--- config.mk ---
export PLATFORM = sky130hd
export DESIGN_NAME = fetch_pipeline_program_counter
export DESIGN_NICKNAME = d
export VERILOG_FILES = /design/src/rtl/fetch_pkg.sv /design/src/rtl/phase_gen.sv /design/src/rtl/fetch_pipeline_program_counter.sv
export SDC_FILE = /design/constraint.sdc
export NUM_CORES = 1
export LEC_CHECK = 0
export BUFFER_PORTS_ARGS = -buffer_cell sky130_fd_sc_hd__buf_2
export CORE_UTILIZATION = 42
export CTS_CLUSTER_SIZE = 20
export DETAILED_ROUTE_END_ITERATION = 10
export GPL_TIMING_DRIVEN = 0
export PLACE_DENSITY = 0.77
export SYNTH_ARGS = -nofsm -noshare
export SYNTH_HDL_FRONTEND = slang
export SYNTH_SLANG_ARGS = --single-unit
--- constraint.sdc ---
create_clock -name ref_clk -period 1.55 [get_ports ref_clk]
set_input_delay 0.2325 -clock ref_clk [delete_from_list [all_inputs] [get_ports ref_clk]]
set_output_delay 0.2325 -clock ref_clk [all_outputs]
set_load 0.02 [all_outputs]
--- src/rtl/fetch_pkg.sv ---
package fetch_pkg;
  localparam int          PC_W          = 12;
  localparam int          PCL_W         = 8;
  localparam int          PHASES        = 4;
  localparam logic [11:0] PC_RESET      = 12'h000;
  localparam logic [11:0] REG_PCL       = 12'h000;  // byte address of the low byte register
  localparam logic [11:0] REG_STATUS    = 12'h004;  // byte address of the status register
  localparam int          ST_FLUSH_BIT  = 0;
  localparam int          ST_PHASE_LSB  = 1;
  localparam int          ST_PCH_LSB    = 4;
  typedef enum logic [1:0] {PH_T1, PH_T2, PH_T3, PH_T4} phase_t;
endpackage

--- src/rtl/phase_gen.sv ---
`timescale 1ns/1ps
// four-phase strobe generator
module phase_gen
(
  // clock and reset
  input  wire logic              ref_clk,
  input  wire logic              rst,
  input  wire logic              clk_en,
  // phase outputs
  output fetch_pkg::phase_t      phase,
  output logic [3:0]             phase_clocks
);
  fetch_pkg::phase_t phase_q;
  fetch_pkg::phase_t phase_d;

  // rotate through the four phases
  always_comb
  begin
    case (phase_q)
      fetch_pkg::PH_T1: phase_d = fetch_pkg::PH_T2;
      fetch_pkg::PH_T2: phase_d = fetch_pkg::PH_T3;
      fetch_pkg::PH_T3: phase_d = fetch_pkg::PH_T4;
      default:          phase_d = fetch_pkg::PH_T1;
    endcase
  end

  always_ff @(posedge ref_clk)
  begin
    if (rst)
      phase_q <= fetch_pkg::PH_T1;
    else if (clk_en)
      phase_q <= phase_d;
  end

  // one-hot strobes never overlap since they decode one state
  assign phase        = phase_q;
  assign phase_clocks = 4'h1 << phase_q;
endmodule

--- src/rtl/fetch_pipeline_program_counter.sv ---
// Design decisions made here: the address map and the Avalon-MM register port.
`timescale 1ns/1ps
// instruction fetch pipeline and program counter
module fetch_pipeline_program_counter #(
  parameter int INSTR_W = 15
)
(
  // clock and reset
  input  wire logic                  ref_clk,
  input  wire logic                  rst,
  input  wire logic                  clk_en,
  // program memory
  output logic [11:0]                fetch_addr,
  output logic                       fetch_strobe,
  input  wire logic [INSTR_W-1:0]    fetch_data,
  // decode and execute side
  output logic [INSTR_W-1:0]         exec_instr,
  output logic                       exec_valid,
  output logic [3:0]                 instruction_phase_clocks,
  input  wire logic                  branch_req,
  input  wire logic [11:0]           branch_target,
  input  wire logic                  skip_taken,
  input  wire logic                  irq_entry,
  input  wire logic [11:0]           irq_vector,
  // avalon-mm slave
  input  wire logic [11:0]           avs_address,
  input  wire logic                  avs_read,
  input  wire logic                  avs_write,
  input  wire logic [31:0]           avs_writedata,
  input  wire logic [3:0]            avs_byteenable,
  output logic [31:0]                avs_readdata,
  output logic                       avs_waitrequest
);
  fetch_pkg::phase_t phase;

  phase_gen u_phase
  (
    .ref_clk      (ref_clk),
    .rst          (rst),
    .clk_en       (clk_en),
    .phase        (phase),
    .phase_clocks (instruction_phase_clocks)
  );

  logic [11:0]        pc_q;
  logic [11:0]        pc_d;
  logic [INSTR_W-1:0] instr_q;
  logic [INSTR_W-1:0] instr_d;
  logic               valid_q;
  logic               valid_d;
  logic               flush_q;
  logic               flush_d;
  logic               pcl_wr_q;
  logic               pcl_wr_d;
  logic [7:0]         pcl_new_q;
  logic [7:0]         pcl_new_d;
  logic               ack_q;
  logic               ack_d;
  logic [31:0]        rdata_q;
  logic [31:0]        rdata_d;
  logic               branch_pend_q;
  logic               branch_pend_d;
  logic [11:0]        target_q;
  logic [11:0]        target_d;

  // same-page target built from the current high part
  function automatic logic [11:0] page_jump(input logic [11:0] pc, input logic [7:0] lo);
    page_jump = {pc[11:8], lo};
  endfunction

  wire is_t1  = (phase == fetch_pkg::PH_T1);
  wire is_t4  = (phase == fetch_pkg::PH_T4);
  wire access = avs_read | avs_write;

  // bus access: answer one cycle after request, pcl write queued to next cycle boundary
  always_comb
  begin
    ack_d     = access & ~ack_q;
    rdata_d   = rdata_q;
    pcl_wr_d  = pcl_wr_q;
    pcl_new_d = pcl_new_q;
    // a queued write is consumed at T4; cleared first so a write landing now still wins
    if (pcl_wr_q && is_t4)
      pcl_wr_d = 1'b0;
    if (access & ~ack_q)
    begin
      if (avs_read)
      begin
        case (avs_address)
          fetch_pkg::REG_PCL:    rdata_d = {24'h00_0000, pc_q[7:0]};
          fetch_pkg::REG_STATUS: rdata_d = {24'h00_0000, pc_q[11:8], 1'b0, phase, flush_q};
          default:               rdata_d = 32'h0000_0000;
        endcase
      end
      else if (avs_address == fetch_pkg::REG_PCL && avs_byteenable[0])
      begin
        pcl_wr_d  = 1'b1;
        pcl_new_d = avs_writedata[7:0];
      end
    end
  end

  // pipeline: counter advances at T1 while the fetched word moves into execute
  always_comb
  begin
    pc_d          = pc_q;
    instr_d       = instr_q;
    valid_d       = valid_q;
    flush_d       = flush_q;
    branch_pend_d = branch_pend_q;
    target_d      = target_q;
    if (is_t1)
    begin
      instr_d = fetch_data;
      valid_d = ~flush_q;
      flush_d = 1'b0;
      pc_d    = pc_q + 12'h001;
    end
    if (branch_req && is_t4 && !branch_pend_q)
    begin
      branch_pend_d = 1'b1;
      target_d      = branch_target;
    end
    // redirects decided at end of execute so the wrong word is flushed
    if (is_t4)
    begin
      if (irq_entry)
      begin
        pc_d    = irq_vector;
        flush_d = 1'b1;
      end
      else if (branch_pend_q)
      begin
        pc_d          = target_q;
        flush_d       = 1'b1;
        branch_pend_d = 1'b0;
      end
      else if (pcl_wr_q)
      begin
        pc_d    = page_jump(pc_q, pcl_new_q);
        flush_d = 1'b1;
      end
      else if (skip_taken)
        flush_d = 1'b1;
    end
  end

  always_ff @(posedge ref_clk)
  begin
    if (rst)
    begin
      pc_q          <= fetch_pkg::PC_RESET;
      instr_q       <= '0;
      valid_q       <= 1'b0;
      flush_q       <= 1'b1;
      pcl_wr_q      <= 1'b0;
      pcl_new_q     <= 8'h00;
      ack_q         <= 1'b0;
      rdata_q       <= 32'h0000_0000;
      branch_pend_q <= 1'b0;
      target_q      <= 12'h000;
    end
    else if (clk_en)
    begin
      pc_q          <= pc_d;
      instr_q       <= instr_d;
      valid_q       <= valid_d;
      flush_q       <= flush_d;
      pcl_wr_q      <= pcl_wr_d;
      pcl_new_q     <= pcl_new_d;
      ack_q         <= ack_d;
      rdata_q       <= rdata_d;
      branch_pend_q <= branch_pend_d;
      target_q      <= target_d;
    end
  end

  // the counter addresses memory during the whole INSTRUCTION_PHASE_CLOCKS fetch window
  assign fetch_addr      = pc_q;
  assign fetch_strobe    = is_t1;
  assign exec_instr      = instr_q;
  assign exec_valid      = valid_q;
  assign avs_readdata    = rdata_q;
  assign avs_waitrequest = access & ~(ack_q & clk_en);
endmodule

==> flow_summary.json <==
{
  "outcome": "finished with violations",
  "violations": "setup timing",
  "seq_area_frac_synth_pct": 38.24,
  "ys_ff_latch": 62,
  "hp-class": "in2reg",
  "synth_top_family_by_area": "simple AND/OR/NAND/NOR gates",
  "grt_usage_pct": 22.19,
  "synth_compound_area_share_pct": 19.20,
  "rrSetupSlack_ns": -0.04,
  "layout-drive-gt1-share_pct": 36.21,
  "synth_fa_ha_area_share_pct": 1.928,
  "cp.required_ns": 1.77,
  "cts_tree": "built",
  "antenna_found_initial": 0,
  "totalWireLength_um": 9136,
  "clk_latency_ns": 0.35,
  "multi_input_area_mm2": 0.001803,
  "nFillCells": 699,
  "worst_pin_slew_ns": 0.5611,
  "cts_buffers": 9,
  "dr_wl_met3_um": 549,
  "wl_met2_um": 4339,
  "die_h_um": 89.91,
  "drtIter0Drc": 190,
  "yosysWarnings": 0,
  "syn_area_mm2": 0.003246,
  "r2r-start": "u_phase.phase[0]$_SDFFE_PP0P_",
  "seq_area_mm2": 0.001252,
  "wl_met1_um": 4053,
  "grt_first_pass_wirelength_um": 14490,
  "crit_path_start_kind": "flip-flop",
  "num_vias": 3388,
  "reg2reg_depth": 8,
  "post-route-period-util_pct": 102.7,
  "p_per_area_mw_per_mm2": 870.7,
  "via_per_inst": 4.990,
  "end_kind": "flip-flop",
  "dieArea_mm2": 0.008083,
  "final_util_pct": 59.86,
  "max_slew_margin_pct": 62.59,
  "final_cell_mix": "116 x buf_2, 96 x nand2_1, 57 x dfxtp_1, 48 x a21oi_1, 38 x buf_4",
  "worstHoldStart": "fetch_data[10]",
  "synth-xor-area-share_pct": 0,
  "drc": 0,
  "hpwlAfterDp_um": 6732,
  "fmax_mhz": 628.4,
  "rsz0062_at_grt": "yes",
  "finalClockSkew_ns": 0.008364,
  "ys.flop_type": "dfxtp_1",
  "leakage_nw": 1.969,
  "r2r_end": "fetch_addr[11]$_SDFFE_PP0P_",
  "core_area_mm2": 0.007370,
  "port_buffers": 109,
  "finalHoldViolations": 0,
  "synthSimpleGateAreaFrac_pct": 25.98,
  "clock_sinks": 62,
  "antennaDiodeCount": 0,
  "cp.arrival_ns": 1.81,
  "area_delta_synth_final_pct": 35.93,
  "synthCells": 422,
  "crit_path_end": "fetch_addr[11]$_SDFFE_PP0P_",
  "timing.final.ws_setup_ns": -0.04123,
  "firstDrtPassIters": 5,
  "ios": 161,
  "cts_buffer_depth": 2,
  "placementRows": 31,
  "ys_types": 49,
  "grt_max_degree": 14,
  "wl_per_cell_um": 13.46,
  "max-vdd-ir-drop_uv": 570.9,
  "ant_nets": 0,
  "grt_remaining_overflow": 0,
  "async_flop_share_pct": 0,
  "yosys-mux-area-fraction_pct": 3.084,
  "synth_edf_count": 0,
  "cp_max_fo": 6,
  "gp_congestion": 0.9118,
  "drv_slew": 0,
  "initial_core_util_pct": 44.04,
  "hold_ws_ns": 0.1139,
  "cts_max_level": 3,
  "routed.top_layer": "met4",
  "clockRootBuffer": "clkbuf_8",
  "syn_avg_cell_area_um2": 7.691,
  "clkTransAtPathRegs_ns": 0.08,
  "cap_violations": 0,
  "finalNetCount": 675,
  "final_common_cell": "buf_2",
  "finalCriticalPeriod_ns": 1.591,
  "setup_violations": 3,
  "setup.worst_path.start": "u_phase.phase[0]$_SDFFE_PP0P_",
  "criticalPathCategory": "reg2reg",
  "grt_pass1_vias": 3089,
  "die_w_um": 89.91
}
## final cells by class
| cell class | count | share of cell area (%) |
|---|---|---|
| inverter | 12 | 1.134 |
| sequential | 62 | 28.39 |
| multi-input combinational | 320 | 40.87 |
| tap | 99 | 2.808 |
| buffer | 49 | 7.516 |
| timing repair buffer | 121 | 14.63 |
| clock inverter | 7 | 1.843 |
| clock buffer | 9 | 2.808 |
## synth_stat cells, drive strengths merged, types with 3 or more instances
cell type	count	area, µm²
a31oi	3	18.77
o21ai	17	85.08
nand4	6	37.54
a22oi	7	52.55
mux2i	10	100.1
nor2	31	116.4
a21oi	48	240.2
nand3	11	60.06
inv	12	45.04
clkbuf	10	38.78
dfxtp	62	1241
a211oi	7	57.55
a221oi	4	35.03
nand2	98	367.9
nor4	6	67.56
buf	41	287.8
nor3	4	25.02
nand2b	12	75.07
ha	5	62.56
## through the flow
| step | instance area [µm²] | worst slack (ns) | total power, mW | TNS, ns | instances |
|---|---|---|---|---|---|
| after global routing | 4412 | -0.1045 | 3.978 | -1.230 | 679 |
| after CTS | 4337 | -0.03805 | 3.825 | -0.06669 | 679 |
| final | 4412 | -0.04123 | 3.841 | -0.07164 | 679 |
| after floorplan | 3356 | -0.04261 | 2.113 | -0.04261 | 445 |
| after global placement | 4025 | -0.1132 | 2.315 | -2.401 | 653 |
| after detailed placement | 4025 | -0.2135 | 2.328 | -3.433 | 653 |
## how the worst min path moves through the flow
stage                             endpoint  cells after the start
2_1_floorplan     target_q[0]$_SDFFE_PP0P_                      2
3_3_place_gp    exec_instr[8]$_SDFFE_PP0P_                      2
3_5_place_dp   exec_instr[14]$_SDFFE_PP0P_                      2
4_1_cts        exec_instr[10]$_SDFFE_PP0P_                      3
5_1_grt         exec_instr[9]$_SDFFE_PP0P_                      3
6_report       exec_instr[10]$_SDFFE_PP0P_                      3
## metal layers
| metal | track usage (%) | vias to the layer above |
|---|---|---|
| li1 | - | 1708 |
| met1 | 28.37 | 1522 |
| met2 | 36.99 | 138 |
| met3 | 3.723 | 20 |
| met4 | 9.409 | 0 |
| met5 | 0 | - |
## sequential cells by signal (all words and copies together) (netlist names)
register and count:
pcl_new_q 8, exec_valid 1, target_q 12, u_phase.phase 2, flush_q 1, pcl_wr_q 1, branch_pend_q 1, ack_q 1
avs_readdata 8, fetch_addr 12, exec_instr 15
## worst max-delay path, cell delays in order, from the launching register on
cell and delay, ns:
dfxtp_4 0.36, inv_4 0.06, ha_4 0.13, buf_6 0.11
and4_4 0.22, nand4_1 0.15, o21ba_2 0.26, o21ai_2 0.10
a21oi_1 0.07
## repair_timing
| action | in CTS | in global routing |
|---|---|---|
| pin swaps | 10 | 4 |
| setup buffers | 10 | 1 |
| gates cloned | 1 | 0 |
| endpoints found under the setup margin | 33 | 34 |
| gates resized for setup | 12 | 21 |
| hold buffers | 0 | 0 |
## cell families after synthesis
group | count (synthesis)
AND/OR/NAND/NOR | 179
AO/OA/AOI/OAI | 102
flip-flops | 62
buffers and inverters | 63
multiplexers | 10
other | 1
adder cells (fa/ha/maj) | 5
## power breakdown
group	internal (mW)	leakage, nW	switching [mW]
sequential	1.64	0.505	0.0417
combinational	0.286	1.36	0.380
clock	0.767	0.106	0.724
total	2.69	1.97	1.15
(Power assumes the default switching activity.)
